File: config.mk
export PLATFORM = sky130hd
export DESIGN_NAME = lin_channel_mode_control
export DESIGN_NICKNAME = d
export VERILOG_FILES = /design/src/lin_chan_pkg.sv /design/src/lin_channel_mode_control.sv
export SDC_FILE = /design/constraint.sdc
export NUM_CORES = 1
export LEC_CHECK = 0
export ABC_AREA = 1
export BUFFER_PORTS_ARGS = -buffer_cell sky130_fd_sc_hd__buf_2
export CAP_MARGIN = 25
export CORE_UTILIZATION = 55
export DETAILED_ROUTE_END_ITERATION = 12
export PLACE_DENSITY = 0.72
export SYNTH_ARGS = -nofsm -noshare
export SYNTH_HDL_FRONTEND = slang
export SYNTH_SLANG_ARGS = --single-unit
File: constraint.sdc
create_clock -name core_clk_in -period 4.4 [get_ports core_clk_in]
set_input_delay 0.44 -clock core_clk_in [delete_from_list [all_inputs] [get_ports core_clk_in]]
set_output_delay 0.44 -clock core_clk_in [all_outputs]
set_load 0.005 [all_outputs]
File: src/lin_chan_pkg.sv
// shared constants and types for the dual single-wire bus channel control
package lin_chan_pkg;
    // ************************************************************
    // sizes
    // ************************************************************
    localparam int NUM_CHAN = 2;
    localparam int CNT_W = 20;
    localparam int CLK_HZ = 25000000;

    // ************************************************************
    // times and derived cycle counts
    // ************************************************************
    localparam int MODE_CHANGE_NS = 10000;
    localparam int NORMAL_INIT_NS = 35000;
    localparam int BUS_WAKE_FILTER_NS = 100000;
    localparam int DOMINANT_TIMEOUT_US = 20000;
    localparam int CLK_NS = 1000000000 / CLK_HZ;
    // least times round up, longest times round down
    localparam int MODE_CHANGE_CYC = (MODE_CHANGE_NS + CLK_NS - 1) / CLK_NS;
    localparam int NORMAL_INIT_CYC = NORMAL_INIT_NS / CLK_NS;
    localparam int BUS_WAKE_FILTER_CYC = (BUS_WAKE_FILTER_NS + CLK_NS - 1) / CLK_NS;
    localparam int DOMINANT_TIMEOUT_CYC = DOMINANT_TIMEOUT_US * (1000 / CLK_NS);
    localparam int POWER_UP_CYC = 4;

    // ************************************************************
    // register map (byte addresses) and reset values
    // ************************************************************
    localparam logic [3:0] CTRL_OFS = 4'h0;
    localparam logic [3:0] STATUS_OFS = 4'h4;
    localparam logic [3:0] EVENT_OFS = 4'h8;
    localparam logic [1:0] CTRL_RESET = 2'h3;
    localparam int STATUS_CHAN_BITS = 8;
    localparam int EVENT_TMO_POS = 0;
    localparam int EVENT_WAKE_POS = 2;

    // ************************************************************
    // types
    // ************************************************************
    typedef enum logic [2:0] {
        MODE_POWER_UP,
        MODE_SLEEP,
        MODE_STANDBY,
        MODE_NORMAL
    } chan_mode_t;

    typedef struct packed {
        logic txd;
        logic mode_select;
        logic bus_rx;
    } chan_pin_in_t;

    typedef struct packed {
        logic bus_drive_oe;
        logic bus_drive;
        logic rxd_oe;
        logic rxd;
        logic term_on;
        logic weak_pullup_on;
    } chan_pin_out_t;

    typedef struct packed {
        logic [3:0] address;
        logic read;
        logic write;
        logic [31:0] writedata;
        logic [3:0] byteenable;
    } avmm_req_t;
endpackage : lin_chan_pkg

File: src/lin_channel_mode_control.sv
// mode, protection and pin logic for two single-wire bus channels
//
// Decided for this implementation: the address map and the Avalon-MM slave port.
`timescale 1ns/1ps
module lin_channel_mode_control #(
    parameter int MODE_CHANGE_CYCLES = lin_chan_pkg::MODE_CHANGE_CYC,
    parameter int NORMAL_INIT_CYCLES = lin_chan_pkg::NORMAL_INIT_CYC,
    parameter int WAKE_FILTER_CYCLES = lin_chan_pkg::BUS_WAKE_FILTER_CYC,
    parameter int DOMINANT_TIMEOUT_CYCLES = lin_chan_pkg::DOMINANT_TIMEOUT_CYC
) (
    input wire logic core_clk_in,
    input wire logic sys_rst_in,
    input wire lin_chan_pkg::chan_pin_in_t [1:0] chan_pins_in,
    input wire logic over_temp_in,
    input wire logic supply_undervoltage_level_in,
    output lin_chan_pkg::chan_pin_out_t [1:0] chan_pins_out,
    input wire lin_chan_pkg::avmm_req_t avmm_req_in,
    output logic [31:0] avmm_readdata_out,
    output logic avmm_waitrequest_out
);
    import lin_chan_pkg::*;

    localparam int SYNC_W = 3 * NUM_CHAN + 2;
    localparam logic [CNT_W-1:0] MC_CNT = CNT_W'(MODE_CHANGE_CYCLES);
    localparam logic [CNT_W-1:0] WAKE_NORMAL_CNT = CNT_W'(MODE_CHANGE_CYCLES
        + NORMAL_INIT_CYCLES);
    localparam logic [CNT_W-1:0] WF_CNT = CNT_W'(WAKE_FILTER_CYCLES);
    localparam logic [CNT_W-1:0] DT_CNT = CNT_W'(DOMINANT_TIMEOUT_CYCLES);
    localparam logic [CNT_W-1:0] PU_CNT = CNT_W'(POWER_UP_CYC);

    // saturating increment shared by all channel timers
    function automatic logic [CNT_W-1:0] count_up(input logic [CNT_W-1:0] value);
        count_up = (&value) ? value : value + CNT_W'(1);
    endfunction : count_up

    // ************************************************************
    // input synchronisers
    // ************************************************************
    logic [SYNC_W-1:0] pin_raw;
    logic [SYNC_W-1:0] sync1_reg;
    logic [SYNC_W-1:0] sync2_reg;
    logic [SYNC_W-1:0] sync3_reg;
    logic [SYNC_W-1:0] pin_filt_reg;

    always_comb begin
        pin_raw = {supply_undervoltage_level_in, over_temp_in, chan_pins_in};
    end

    // filtered level changes once the second and third stages agree
    always_ff @(posedge core_clk_in) begin
        if (sys_rst_in) begin
            sync1_reg <= '0;
            sync2_reg <= '0;
            sync3_reg <= '0;
            pin_filt_reg <= '0;
        end else begin
            sync1_reg <= pin_raw;
            sync2_reg <= sync1_reg;
            sync3_reg <= sync2_reg;
            pin_filt_reg <= (sync2_reg & sync3_reg) | (pin_filt_reg & (sync2_reg ^ sync3_reg));
        end
    end

    chan_pin_in_t [1:0] pin_s;
    logic ot_s;
    logic uv_s;

    always_comb begin
        pin_s = pin_filt_reg[3*NUM_CHAN-1:0];
        ot_s = pin_filt_reg[3*NUM_CHAN];
        uv_s = pin_filt_reg[3*NUM_CHAN+1];
    end

    // ************************************************************
    // registers
    // ************************************************************
    logic [1:0] tx_allow_reg;
    logic [1:0] tmo_seen_reg;
    logic [1:0] wake_seen_reg;
    chan_mode_t mode_reg [NUM_CHAN];
    logic [CNT_W-1:0] mode_cnt_reg [NUM_CHAN];
    logic [CNT_W-1:0] dom_cnt_reg [NUM_CHAN];
    logic [CNT_W-1:0] wake_cnt_reg [NUM_CHAN];
    logic [1:0] tmo_fault_reg;
    logic [1:0] lockout_reg;
    logic [1:0] txd_prev_reg;
    logic [1:0] wake_event;
    logic [1:0] tmo_event;

    // ************************************************************
    // mode machine
    // ************************************************************
    always_ff @(posedge core_clk_in) begin
        if (sys_rst_in) begin
            for (int i = 0; i < NUM_CHAN; i++) begin
                mode_reg[i] <= MODE_POWER_UP;
                mode_cnt_reg[i] <= '0;
            end
        end else begin
            for (int i = 0; i < NUM_CHAN; i++) begin
                case (mode_reg[i])
                    MODE_POWER_UP: begin
                        mode_cnt_reg[i] <= count_up(mode_cnt_reg[i]);
                        if (mode_cnt_reg[i] >= PU_CNT) begin
                            mode_reg[i] <= pin_s[i].mode_select ? MODE_NORMAL : MODE_STANDBY;
                            mode_cnt_reg[i] <= '0;
                        end
                    end
                    MODE_SLEEP, MODE_STANDBY: begin
                        if (!pin_s[i].mode_select) begin
                            mode_cnt_reg[i] <= '0;
                            if (wake_event[i]) begin
                                mode_reg[i] <= MODE_STANDBY;
                            end
                        end else if (mode_cnt_reg[i] + CNT_W'(1) >= WAKE_NORMAL_CNT) begin
                            mode_reg[i] <= MODE_NORMAL;
                            mode_cnt_reg[i] <= '0;
                        end else begin
                            mode_cnt_reg[i] <= count_up(mode_cnt_reg[i]);
                        end
                    end
                    MODE_NORMAL: begin
                        if (pin_s[i].mode_select) begin
                            mode_cnt_reg[i] <= '0;
                        end else if (mode_cnt_reg[i] + CNT_W'(1) >= MC_CNT) begin
                            mode_reg[i] <= MODE_SLEEP;
                            mode_cnt_reg[i] <= '0;
                        end else begin
                            mode_cnt_reg[i] <= count_up(mode_cnt_reg[i]);
                        end
                        // undervoltage drops the channel to standby
                        if (uv_s) begin
                            mode_reg[i] <= MODE_STANDBY;
                            mode_cnt_reg[i] <= '0;
                        end
                    end
                    default: begin
                        mode_reg[i] <= MODE_POWER_UP;
                        mode_cnt_reg[i] <= '0;
                    end
                endcase
            end
        end
    end

    // ************************************************************
    // bus wake filter and stuck-dominant lockout
    // ************************************************************
    always_comb begin
        for (int i = 0; i < NUM_CHAN; i++) begin
            wake_event[i] = (mode_reg[i] == MODE_SLEEP) && !lockout_reg[i]
                && pin_s[i].bus_rx && (wake_cnt_reg[i] >= WF_CNT);
        end
    end

    always_ff @(posedge core_clk_in) begin
        if (sys_rst_in) begin
            lockout_reg <= '0;
            for (int i = 0; i < NUM_CHAN; i++) begin
                wake_cnt_reg[i] <= '0;
            end
        end else begin
            for (int i = 0; i < NUM_CHAN; i++) begin
                if (mode_reg[i] != MODE_SLEEP) begin
                    // sample the bus for the cycle the channel lands in sleep
                    lockout_reg[i] <= !pin_s[i].bus_rx;
                    wake_cnt_reg[i] <= '0;
                end else if (lockout_reg[i]) begin
                    wake_cnt_reg[i] <= '0;
                    if (pin_s[i].bus_rx) begin
                        lockout_reg[i] <= 1'b0;
                    end
                end else if (!pin_s[i].bus_rx) begin
                    wake_cnt_reg[i] <= count_up(wake_cnt_reg[i]);
                end else begin
                    wake_cnt_reg[i] <= '0;
                end
            end
        end
    end

    // ************************************************************
    // dominant timeout guard
    // ************************************************************
    always_comb begin
        for (int i = 0; i < NUM_CHAN; i++) begin
            tmo_event[i] = (mode_reg[i] == MODE_NORMAL) && !tmo_fault_reg[i]
                && !pin_s[i].txd && (dom_cnt_reg[i] + CNT_W'(1) >= DT_CNT);
        end
    end

    always_ff @(posedge core_clk_in) begin
        if (sys_rst_in) begin
            tmo_fault_reg <= '0;
            txd_prev_reg <= '0;
            for (int i = 0; i < NUM_CHAN; i++) begin
                dom_cnt_reg[i] <= '0;
            end
        end else begin
            for (int i = 0; i < NUM_CHAN; i++) begin
                txd_prev_reg[i] <= pin_s[i].txd;
                if (pin_s[i].txd && !txd_prev_reg[i]) begin
                    tmo_fault_reg[i] <= 1'b0;
                    dom_cnt_reg[i] <= '0;
                end else if (mode_reg[i] != MODE_NORMAL || pin_s[i].txd) begin
                    dom_cnt_reg[i] <= '0;
                end else if (tmo_event[i]) begin
                    tmo_fault_reg[i] <= 1'b1;
                end else begin
                    dom_cnt_reg[i] <= count_up(dom_cnt_reg[i]);
                end
            end
        end
    end

    // ************************************************************
    // pin outputs
    // ************************************************************
    always_ff @(posedge core_clk_in) begin
        if (sys_rst_in) begin
            chan_pins_out <= '0;
        end else begin
            for (int i = 0; i < NUM_CHAN; i++) begin
                chan_pins_out[i].bus_drive <= 1'b0;
                chan_pins_out[i].rxd <= 1'b0;
                chan_pins_out[i].bus_drive_oe <= (mode_reg[i] == MODE_NORMAL)
                    && !pin_s[i].txd && !tmo_fault_reg[i] && !tmo_event[i]
                    && !ot_s && !uv_s && tx_allow_reg[i];
                case (mode_reg[i])
                    MODE_NORMAL: begin
                        chan_pins_out[i].rxd_oe <= !pin_s[i].bus_rx;
                        chan_pins_out[i].term_on <= 1'b1;
                        chan_pins_out[i].weak_pullup_on <= 1'b0;
                    end
                    MODE_STANDBY: begin
                        chan_pins_out[i].rxd_oe <= 1'b1;
                        chan_pins_out[i].term_on <= 1'b1;
                        chan_pins_out[i].weak_pullup_on <= 1'b0;
                    end
                    MODE_SLEEP: begin
                        chan_pins_out[i].rxd_oe <= 1'b0;
                        chan_pins_out[i].term_on <= 1'b0;
                        chan_pins_out[i].weak_pullup_on <= 1'b1;
                    end
                    default: begin
                        chan_pins_out[i].rxd_oe <= 1'b0;
                        chan_pins_out[i].term_on <= 1'b1;
                        chan_pins_out[i].weak_pullup_on <= 1'b0;
                    end
                endcase
            end
        end
    end

    // ************************************************************
    // register bus slave
    // ************************************************************
    logic bus_req;
    logic bus_take;
    logic [31:0] read_value;
    logic [31:0] status_value;

    always_comb begin
        bus_req = avmm_req_in.read || avmm_req_in.write;
        bus_take = bus_req && !avmm_waitrequest_out;
        status_value = '0;
        for (int i = 0; i < NUM_CHAN; i++) begin
            status_value[i*STATUS_CHAN_BITS +: STATUS_CHAN_BITS] = {1'h0,
                uv_s, ot_s, lockout_reg[i], tmo_fault_reg[i], mode_reg[i]};
        end
        case (avmm_req_in.address)
            CTRL_OFS: read_value = {30'h0, tx_allow_reg};
            STATUS_OFS: read_value = status_value;
            EVENT_OFS: read_value = {28'h0, wake_seen_reg, tmo_seen_reg};
            default: read_value = 32'h0;
        endcase
    end

    // one wait cycle, then the answer stands for the sampling edge
    always_ff @(posedge core_clk_in) begin
        if (sys_rst_in) begin
            avmm_waitrequest_out <= 1'b1;
            avmm_readdata_out <= '0;
        end else if (bus_take) begin
            avmm_waitrequest_out <= 1'b1;
        end else if (bus_req) begin
            avmm_waitrequest_out <= 1'b0;
            avmm_readdata_out <= avmm_req_in.read ? read_value : 32'h0;
        end
    end

    always_ff @(posedge core_clk_in) begin
        if (sys_rst_in) begin
            tx_allow_reg <= CTRL_RESET;
        end else if (bus_take && avmm_req_in.write && avmm_req_in.byteenable[0]
            && avmm_req_in.address == CTRL_OFS) begin
            tx_allow_reg <= avmm_req_in.writedata[1:0];
        end
    end

    // sticky events, write one to clear, a new event wins over the clear
    logic ev_clear;

    always_comb begin
        ev_clear = bus_take && avmm_req_in.write && avmm_req_in.byteenable[0]
            && avmm_req_in.address == EVENT_OFS;
    end

    always_ff @(posedge core_clk_in) begin
        if (sys_rst_in) begin
            tmo_seen_reg <= '0;
            wake_seen_reg <= '0;
        end else begin
            tmo_seen_reg <= (tmo_seen_reg & ~(ev_clear
                ? avmm_req_in.writedata[EVENT_TMO_POS +: 2] : 2'h0)) | tmo_event;
            wake_seen_reg <= (wake_seen_reg & ~(ev_clear
                ? avmm_req_in.writedata[EVENT_WAKE_POS +: 2] : 2'h0)) | wake_event;
        end
    end
endmodule : lin_channel_mode_control

==> metrics.csv, run 1 <==
metric,value,unit
skew final,0.0101,ns
Detailed Route WL,23500,um
WL/cell,13.0,um
Port Buffer Count,42,
global-route wire length before repair,39500,um
Seq cells post-synth,188,
crit end category,flop,
htree depth,4,
Worst Reg-to-Reg Cells,13,
hold slack,0.210,ns
Reg area,5000,um^2
post-synthesis compound-gate area fraction,7.66,%
Synth Warn #,0,
total global routing track utilization,22.8,%
Setup crit end,dom_cnt_reg[0][9]$_SDFFCE_PN0P_,
critical-path maximum fanout,20,
cell area after layout,12300,um^2
HPWL Detailed,17300,um
crit path cell chain,"ha_1, nand3_1, nor2_2, nand2_2, nor3_4, xor2_1, nand2_1, nor3_1, nand2_1, nand2_1, nand2_1, nand2_1, nand2_1",
Worst-Skew Late Latency,0.43,ns
pin count of the biggest net entering global routing,35,
"EDFF count, synth",124,
share of cells above drive strength 1,10.7,%
DR pass1 iterations,5,
"Max stage delay cell, worst path",edfxtp_1,
RePlAce Congestion,0.887,
minimum clock period,3.14,ns
First DRT Iteration DRCs,535,
synthesis-to-layout area growth,7.95,%
FF-to-FF setup slack,1.26,ns
Final period util,71.4,%
static leakage,5.05,nW
Synth Area in XOR/XNOR,2.31,%
f_max,318,MHz
Post-CTS Setup Inserts,0,
clk slew on worst S/H paths,0.07,ns
max-cap violations,0,
vias in the first global route,8432,
DRC,0,
simple-gate share of the synthesized area,32.0,%
post-CTS resize count,0,
clk sinks,188,
pwr dens,436,nW/um^2
Worst Path Required,4.39,ns
Critical R2R Launch,dom_cnt_reg[0][0]$_SDFFCE_PN0P_,
CTS Hold Bufs,0,
Overflow after GRT,0,
ys async rst share,0,%
CTS Buf Count,17,
Max stage delay on crit path,0.51,ns
Synth Area in Adders,3.75,%
Slew headroom,39.8,%
die width,146,um
Max VDD drop,0.000329,V
Setup crit start,dom_cnt_reg[0][0]$_SDFFCE_PN0P_,
worst slew pin tran,0.901,ns
status,completed,
Fillers,1834,
"Distinct cells, synth",47,
TritonCTS clock tree,yes,
"Arr. time, crit path",3.13,ns
setup TNS,0,ns
die area,21200,um^2
nets,1608,
Synth Flop Type,edfxtp_1,
height of the die,146,um
critical setup path kind,flop to flop,
final setup vio count,0,
Initial Util,56.1,%
Via density,5.13,
Antenna diodes,0,
Core Area,20200,um^2
CTS max path bufs,2,
"most used cell, CP",nand2_1,
Post-DP Area,11700,um^2
crit start category,flop,
io pins,97,
initial antenna violation count,0,
Mapped Area,11400,um^2
DR vias,9266,
Fin. Hold Viols,0,
sequential fraction of the synthesis area,44.1,%
row cnt,52,
RSZ-0062 raised after global routing,false,
root buffer cell,clkbuf_16,
pins over their slew limit,0,
worst hold path type,input port to flop,
R2R Path End,dom_cnt_reg[0][9]$_SDFFCE_PN0P_,
ANT nets after route,0,
post-synthesis mux area share,0,%
Cells after Synth,1485,
area of the multi-input gates,5280,um^2
syn_area_per_cell,7.65,um^2
largest family of logic cells by synthesized area,simple AND/OR/NAND/NOR gates,
[cells in the mapped netlist, types with 4 or more instances]
master | count | share of area [%]
edfxtp_1 | 124 | 33
o21ai_0 | 45 | 2.0
buf_1 | 4 | 0.13
nor2_4 | 5 | 0.50
clkbuf_1 | 14 | 0.46
nand4_1 | 35 | 1.9
nor2_1 | 238 | 7.9
nor4_1 | 15 | 0.83
ha_1 | 34 | 3.7
nand3_1 | 96 | 4.2
nand2_1 | 328 | 11
xnor2_1 | 9 | 0.69
xor2_1 | 21 | 1.6
buf_6 | 5 | 0.50
nor3_1 | 31 | 1.4
inv_2 | 4 | 0.13
nand3b_1 | 10 | 0.66
nor3b_1 | 6 | 0.40
o21a_1 | 4 | 0.26
a21oi_2 | 24 | 1.9
nor2_2 | 30 | 1.7
inv_1 | 206 | 6.8
a21oi_1 | 58 | 2.6
buf_4 | 30 | 2.0
o211ai_1 | 4 | 0.26
dfxtp_1 | 64 | 11
nand2_2 | 11 | 0.61
[report_power, final]
| part | internal [mW] | leakage [nW] | total, mW | switching [mW] |
|---|---|---|---|---|
| sequential | 2.15 | 2.00 | 2.39 | 0.236 |
| clock | 0.820 | 0.280 | 1.48 | 0.656 |
| combinational | 0.478 | 2.76 | 1.48 | 1.01 |
| total | 3.45 | 5.05 | 5.35 | 1.90 |
[final cells by class]
cell class | instances | area share, %
Clock buffer | 23 | 3.85
Clock inverter | 9 | 0.715
Inverter | 212 | 6.49
Multi-Input combinational cell | 1052 | 43.1
Sequential cell | 188 | 40.8
Tap cell | 270 | 2.76
Timing Repair Buffer | 51 | 2.30
[per-layer routing]
layer / vias up / track usage (%) / wire (um)
met1: 4205 / 31.0 / 11300
met3: 23 / 2.88 / 912
li1: 4834 / - / -
met5: - / 0 / 0
met4: 0 / 6.84 / 318
met2: 204 / 38.0 / 11000
[worst min-delay path by stage]
stage	to	slack, ns	startpoint	cells past startpoint
2_1_floorplan	sync2_reg[0]$_SDFF_PP0_	0.39	sync1_reg[0]$_SDFF_PP0_	2
3_3_place_gp	sync2_reg[1]$_SDFF_PP0_	0.39	sync1_reg[1]$_SDFF_PP0_	2
3_5_place_dp	sync2_reg[1]$_SDFF_PP0_	0.40	sync1_reg[1]$_SDFF_PP0_	2
4_1_cts	sync1_reg[4]$_SDFF_PP0_	0.20	chan_pins_in[4]	3
5_1_grt	sync1_reg[5]$_SDFF_PP0_	0.20	chan_pins_in[5]	3
6_report	sync1_reg[4]$_SDFF_PP0_	0.21	chan_pins_in[4]	3
[worst max-delay path, delay by kind of cell, from the launching register on]
kind | cells | cell delay (ns)
fa+ha+maj | 1 | 0.24
xor+xnor | 1 | 0.22
simple gates | 11 | 1.72
flops | 1 | 0.51
[through the flow]
stage | total power, mW | util [%] | cells | worst slack, ns
2_1_floorplan | 3.55 | - | 1507 | 1.82
3_3_place_gp | 3.85 | 57.8 | 1772 | 1.28
3_5_place_dp | 3.89 | 57.8 | 1772 | 1.23
4_1_cts | 5.37 | 60.5 | 1804 | 1.20
5_1_grt | 5.68 | 60.6 | 1805 | 0.930
6_report | 5.35 | 60.6 | 1805 | 1.26
[cell usage in the layout (no fill, tap or decap), types with 5 or more instances in the layout]
cell and n:
edfxtp_1 124, nor2_2 30, xnor2_1 9, inv_1 206
clkbuf_16 17, dfxtp_1 64, buf_4 8, a21oi_2 24
buf_2 42, o21ai_0 45, nor3b_1 6, nor2_4 5
nor2_1 238, conb_1 23, nand2_2 11, nand4_1 35
nor4_1 15, nand3_1 96, ha_1 34, nor3_1 31
nand2_1 328, nand3b_1 10, xor2_1 21, a21oi_1 58
[logic make-up after synthesis]
kind of cell | count (synthesis)
AOI/OAI and AO/OA | 147
xor gates and xnor gates | 30
adders and majority gates | 34
buffers and inverters | 267
DFF | 188
other | 1
and+or+nand+nor | 818
Power figures use the tool's default switching activity.
==> inputs of run 2 (changes only) <==
Settings changed: PLACE_DENSITY 0.72 to 0.75.
Clock period 4.4 ns to 2.7 ns, I/O delays scaled along.
==> run 2 against run 1 <==
  * Power grew 68%
  * Sequential power grew 60%
  * Via count grew 3.8%
  * Utilization grew 2.4 points
  * Die area is the same
  * Sequential share of layout area shrank 1.6 points
  * Maximum frequency grew 26%
  * Critical path type unchanged
  * Largest power group unchanged
==> metrics.csv, run 2 (synthesized netlist as in run 1, its figures left out) <==
metric,value,unit,change
static leakage,5.34,nW,+5.8%
skew final,0.0119,ns,+0.00183 ns
TritonCTS clock tree,yes,,
Detailed Route WL,24500,um,+4.3%
max-cap violations,0,,unchanged
DR pass1 iterations,6,,+1
status,completed,,
vias in the first global route,8708,,+3.3%
root buffer cell,clkbuf_16,,
CTS max path bufs,2,,unchanged
pins over their slew limit,0,,unchanged
worst slew pin tran,0.602,ns,-0.299 ns
Port Buffer Count,42,,unchanged
WL/cell,13.3,um,+2.0%
HPWL Detailed,17800,um,+2.8%
clk slew on worst S/H paths,0.07,ns,about the same
crit start category,flop,,
Post-DP Area,11900,um^2,+2.2%
DRC,0,,unchanged
minimum clock period,2.50,ns,-0.640 ns
htree depth,4,,unchanged
Via density,5.21,,+1.5%
worst hold path type,input port to flop,,
First DRT Iteration DRCs,673,,+26%
Slew headroom,59.7,%,+20 points
Fin. Hold Viols,0,,unchanged
"Arr. time, crit path",2.66,ns,-0.47 ns
Pwr Total,8.99,mW,+68%
die width,146,um,unchanged
nets,1648,,+2.5%
critical setup path kind,flop to flop,,
clk sinks,188,,unchanged
pin count of the biggest net entering global routing,33,,-5.7%
Overflow after GRT,0,,unchanged
Fillers,1769,,-3.5%
RePlAce Congestion,0.907,,+2.3%
share of cells above drive strength 1,14.0,%,+3.2 points
"leading cell type in the layout, fill and taps excluded",nand2_1,,
critical-path maximum fanout,10,,-50%
f_max,400,MHz,+26%
global-route wire length before repair,40300,um,+2.0%
ANT nets after route,0,,unchanged
total global routing track utilization,23.2,%,+0.36 points
Final period util,92.7,%,+21 points
final setup vio count,0,,unchanged
CTS Buf Count,17,,unchanged
Initial Util,56.1,%,unchanged
Core Area,20200,um^2,unchanged
crit end category,flop,,
die area,21200,um^2,unchanged
Max VDD drop,0.000536,V,+63%
height of the die,146,um,unchanged
io pins,97,,unchanged
Worst Path Required,2.86,ns,-1.53 ns
pwr dens,706,nW/um^2,+62%
DR vias,9616,,+3.8%
row cnt,52,,unchanged
initial antenna violation count,1,,+1
synthesis-to-layout area growth,12.3,%,
"commonest cells after routing, fill and taps aside","nand2_1, nor2_1, inv_1, edfxtp_1, nand3_1",,
Worst-Skew Late Latency,0.44,ns,about the same
cell area after layout,12700,um^2,+4.0%
[run 2: cell types whose count changed in the layout (fill, tap and decap cells not counted), moves of 4 or more]
cell / previous run / this run
buf_12: 0 / 4
buf_4: 8 / 44
inv_8: 0 / 4
nor2_4: 5 / 10
[run 2: metrics by stage]
stage	std cells	TNS (ns)	hold slack [ns]	worst slack, ns	util (%)
final	1846	0	0.0260	0.197	63.0
after floorplan	1507	0	0.377	0.119	-
after detailed placement	1800	0	0.394	0.0511	59.0
after CTS	1832	0	0.0169	0.0288	61.9
after global routing	1846	-0.755	0.0237	-0.0492	63.0
after global placement	1800	0	0.389	0.141	59.0
[run 2: critical path, stage by stage, from the launching register on]
cell and delay (ns):
edfxtp_1 0.41, nand3_1 0.16, inv_2 0.12, nand3_1 0.16, nor2_4 0.23, xor2_2 0.20, nand2_1 0.07, nor2_1 0.12
nand3_1 0.11, nand3_2 0.12, nand2_4 0.09, nand3_1 0.09, nand2_1 0.06, inv_2 0.10, clkbuf_16 0.17
[run 2: path summary, 6_finish.rpt]
check / from / endpoint / slack (ns) / depth (start not counted)
hold / removal: over_temp_in / sync1_reg[6]$_SDFF_PP0_ / 0.03 / 3
setup reg to reg: dom_cnt_reg[1][0]$_SDFFCE_PN0P_ / dom_cnt_reg[1][18]$_SDFFCE_PN0P_ / 0.20 / 14
setup / recovery: dom_cnt_reg[1][0]$_SDFFCE_PN0P_ / dom_cnt_reg[1][18]$_SDFFCE_PN0P_ / 0.20 / 14
hold reg to reg: sync1_reg[3]$_SDFF_PP0_ / sync2_reg[3]$_SDFF_PP0_ / 0.40 / 2
[run 2: area by class of cell]
type	instances	area [um^2]	area share, %
Tap cell	270	338	2.65
Timing Repair Buffer	91	646	5.07
Inverter	212	796	6.24
Clock inverter	14	149	1.17
Multi-Input combinational cell	1052	5370	42.1
Antenna cell	1	2.50	0.0196
Clock buffer	18	439	3.45
Sequential cell	188	5000	39.3
[run 2: report_power, final]
group          internal [mW]  switching (mW)
Clock                   1.26            1.23
Combinational          0.923            1.75
Sequential              3.50           0.334
Total                   5.68            3.31
[run 2: layer usage]
layer / part of all wire (%) / global-route usage, % / vias to the layer above
li1: - / - / 4913
met1: 46 / 31.5 / 4368
met2: 46 / 37.1 / 286
met3: 4.9 / 3.32 / 49
met4: 2.6 / 9.79 / 0
met5: 0 / 0 / -
[run 2: repair_timing]
action | in CTS | in global routing
setup endpoints to repair | 0 | 124
buffers inserted | 0 | 12
hold endpoints to repair | 0 | 0
resized for setup | 0 | 22
hold buffers | 0 | 0
==> inputs of run 3 (changes only) <==
Settings changed: HOLD_SLACK_MARGIN set to 0.03.
==> run 3 against run 2 <==
  * Sequential power about the same
  * Via count increased by 0.44%
  * Count of clock-buffer cells in the layout unchanged
  * Maximum frequency decreased by 0.33%
  * Register-to-register slack about the same
  * Combinational power about the same
  * Largest cell class unchanged
  * Cell area increased by 0.47%
  * Critical endpoint is now dom_cnt_reg[1][15]$_SDFFCE_PN0P_
  * Highest routed layer unchanged
  * Final cell count is 0.33% higher
  * Utilization rose by 0.30 points
  * Wire length about the same
==> metrics.csv, run 3 (synthesized netlist as in run 1, its figures left out) <==
metric,value,unit,change
status,completed,,
CP Depth,14,,unchanged
pwr dens,702,nW/um^2,-0.44%
final setup vio count,0,,unchanged
Overflow after GRT,0,,unchanged
"most used cell, CP",nand3_1,,
Sequential Power Share,42.6,%,about the same
Detailed Route WL,24500,um,about the same
critical setup path kind,flop to flop,,
clk slew on worst S/H paths,0.07,ns,about the same
Pwr Total,9.00,mW,about the same
global-route wire length before repair,40400,um,+0.17%
Setup crit start,dom_cnt_reg[1][0]$_SDFFCE_PN0P_,,
die area,21200,um^2,unchanged
pin count of the biggest net entering global routing,33,,unchanged
htree depth,4,,unchanged
clk sinks,188,,unchanged
P_int,5.69,mW,about the same
DRC,0,,unchanged
skew final,0.0120,ns,+0.000105 ns
Port Buffer Count,42,,unchanged
CTS Buf Count,17,,unchanged
Worst Reg-to-Reg Cells,14,,unchanged
max-cap violations,0,,unchanged
minimum clock period,2.51,ns,+0.00840 ns
Gate power share,29.7,%,about the same
"CP delay by family, top",simple AND/OR/NAND/NOR gates,,
Fillers,1758,,-0.62%
Initial Util,56.1,%,unchanged
row cnt,52,,unchanged
DR pass1 iterations,5,,-1
height of the die,146,um,unchanged
Clock power frac,27.7,%,about the same
pins over their slew limit,0,,unchanged
ANT nets after route,0,,unchanged
die width,146,um,unchanged
root buffer cell,clkbuf_16,,
Max VDD drop,0.000537,V,+0.16%
io pins,97,,unchanged
"commonest cells after routing, fill and taps aside","nand2_1, nor2_1, inv_1, edfxtp_1, nand3_1",,
vias in the first global route,8738,,+0.34%
Max stage delay on crit path,0.41,ns,about the same
DR vias,9658,,+0.44%
Setup crit end,dom_cnt_reg[1][15]$_SDFFCE_PN0P_,,
FF-to-FF setup slack,0.19,ns,about the same
Net Sw Frac,36.7,%,-0.041 points
total global routing track utilization,23.2,%,+0.034 points
worst hold path type,input port to flop,,
worst slew pin tran,0.601,ns,-0.00175 ns
Worst-Skew Late Latency,0.44,ns,about the same
Critical R2R Launch,dom_cnt_reg[1][0]$_SDFFCE_PN0P_,,
"Arr. time, crit path",2.67,ns,about the same
share of cells above drive strength 1,13.9,%,-0.053 points
f_max,398,MHz,-0.33%
WL/cell,13.3,um,-0.23%
crit start category,flop,,
crit end category,flop,,
worst setup margin,0.189,ns,-0.00840 ns
"leading cell type in the layout, fill and taps excluded",nand2_1,,
Worst Path Required,2.86,ns,about the same
Final period util,93.0,%,+0.31 points
"Max stage delay cell, worst path",edfxtp_1,,
initial antenna violation count,1,,unchanged
CTS max path bufs,2,,unchanged
R2R Path End,dom_cnt_reg[1][15]$_SDFFCE_PN0P_,,
"Buf+Inv Stages, Crit Path",3,,unchanged
Via density,5.21,,+0.11%
HPWL Detailed,17800,um,unchanged
static leakage,5.36,nW,+0.47%
nets,1654,,+0.36%
Fin. Hold Viols,0,,unchanged
synthesis-to-layout area growth,12.8,%,
TritonCTS clock tree,yes,,
Sw Pwr,3.31,mW,about the same
dpl ws,0.0511,ns,unchanged
Core Area,20200,um^2,unchanged
First DRT Iteration DRCs,697,,+3.6%
Slew headroom,59.8,%,+0.12 points
critical-path maximum fanout,10,,unchanged
RePlAce Congestion,0.907,,unchanged
crit path cell chain,"nand3_1, inv_2, nand3_1, nor2_4, xor2_2, nand2_1, nor2_1, nand3_1, nand3_2, nand2_4, nand3_1, nand2_1, inv_2, clkbuf_16",,
==> run 3: cell count changes in the layout (fill, tap and decap cells not counted), sizes merged <==
cell	previous run	this run
dlygate4sd3	0	6
==> run 3: how the worst min path moves through the flow <==
stage	depth (start not counted)	startpoint	endpoint	slack [ns]
2_1_floorplan	2	chan_pins_in[0]	sync1_reg[0]$_SDFF_PP0_	0.38
3_3_place_gp	2	sync1_reg[0]$_SDFF_PP0_	sync2_reg[0]$_SDFF_PP0_	0.39
3_5_place_dp	2	sync1_reg[1]$_SDFF_PP0_	sync2_reg[1]$_SDFF_PP0_	0.39
4_1_cts	3	chan_pins_in[3]	sync1_reg[3]$_SDFF_PP0_	0.04
5_1_grt	3	chan_pins_in[4]	sync1_reg[4]$_SDFF_PP0_	0.06
6_report	3	chan_pins_in[3]	sync1_reg[3]$_SDFF_PP0_	0.05
==> run 3: timing repair <==
item | in CTS | in global routing
buffers inserted | 0 | 12
setup endpoints to repair | 0 | 124
endpoints found under the hold margin | 6 | 0
gates resized for setup | 0 | 22
hold buffers | 6 | 0
==> run 3: power by group through the flow <==
stage / combinational (mW) / clock [mW] / sequential, mW
after detailed placement: 2.56 / 0 / 3.90
after global routing: 3.01 / 2.63 / 3.87
after floorplan: 1.99 / 0 / 3.80
after global placement: 2.50 / 0 / 3.89
after CTS: 2.58 / 2.52 / 3.84
final: 2.67 / 2.49 / 3.83
==> run 3: layer usage <==
metal	track usage [%]	vias to the layer above	wire length, um
met5	0	-	0
met4	9.79	0	625
met3	3.32	50	1130
met2	37.2	287	11400
met1	31.5	4393	11400
li1	-	4928	-
==> run 3: tightest hold or removal path: stages <==
cell	delay (ns)
buf_2	0.09
inv_1	0.05
nor2_1	0.04
==> run 3: area by class of cell <==
cell class                 count  area (um^2)  area share [%]
timing repair buffer          97          706            5.51
clock inverter                14          149            1.16
tap                          270          338            2.64
clock buffer                  18          439            3.43
sequential                   188         5000            39.1
antenna                        1         2.50          0.0195
inverter                     212          796            6.21
multi-input combinational   1052         5370            41.9
==> run 3: per-stage QoR <==
stage,utilization (%),setup TNS [ns],instances,cell area (um^2),hold slack [ns]
floorplan,-,0,1507,11400,0.377
global placement,59.0,0,1800,11900,0.389
detailed placement,59.0,0,1800,11900,0.394
CTS,62.2,0,1838,12600,0.0388
global route,63.3,-0.755,1852,12800,0.0608
finish,63.3,0,1852,12800,0.0525
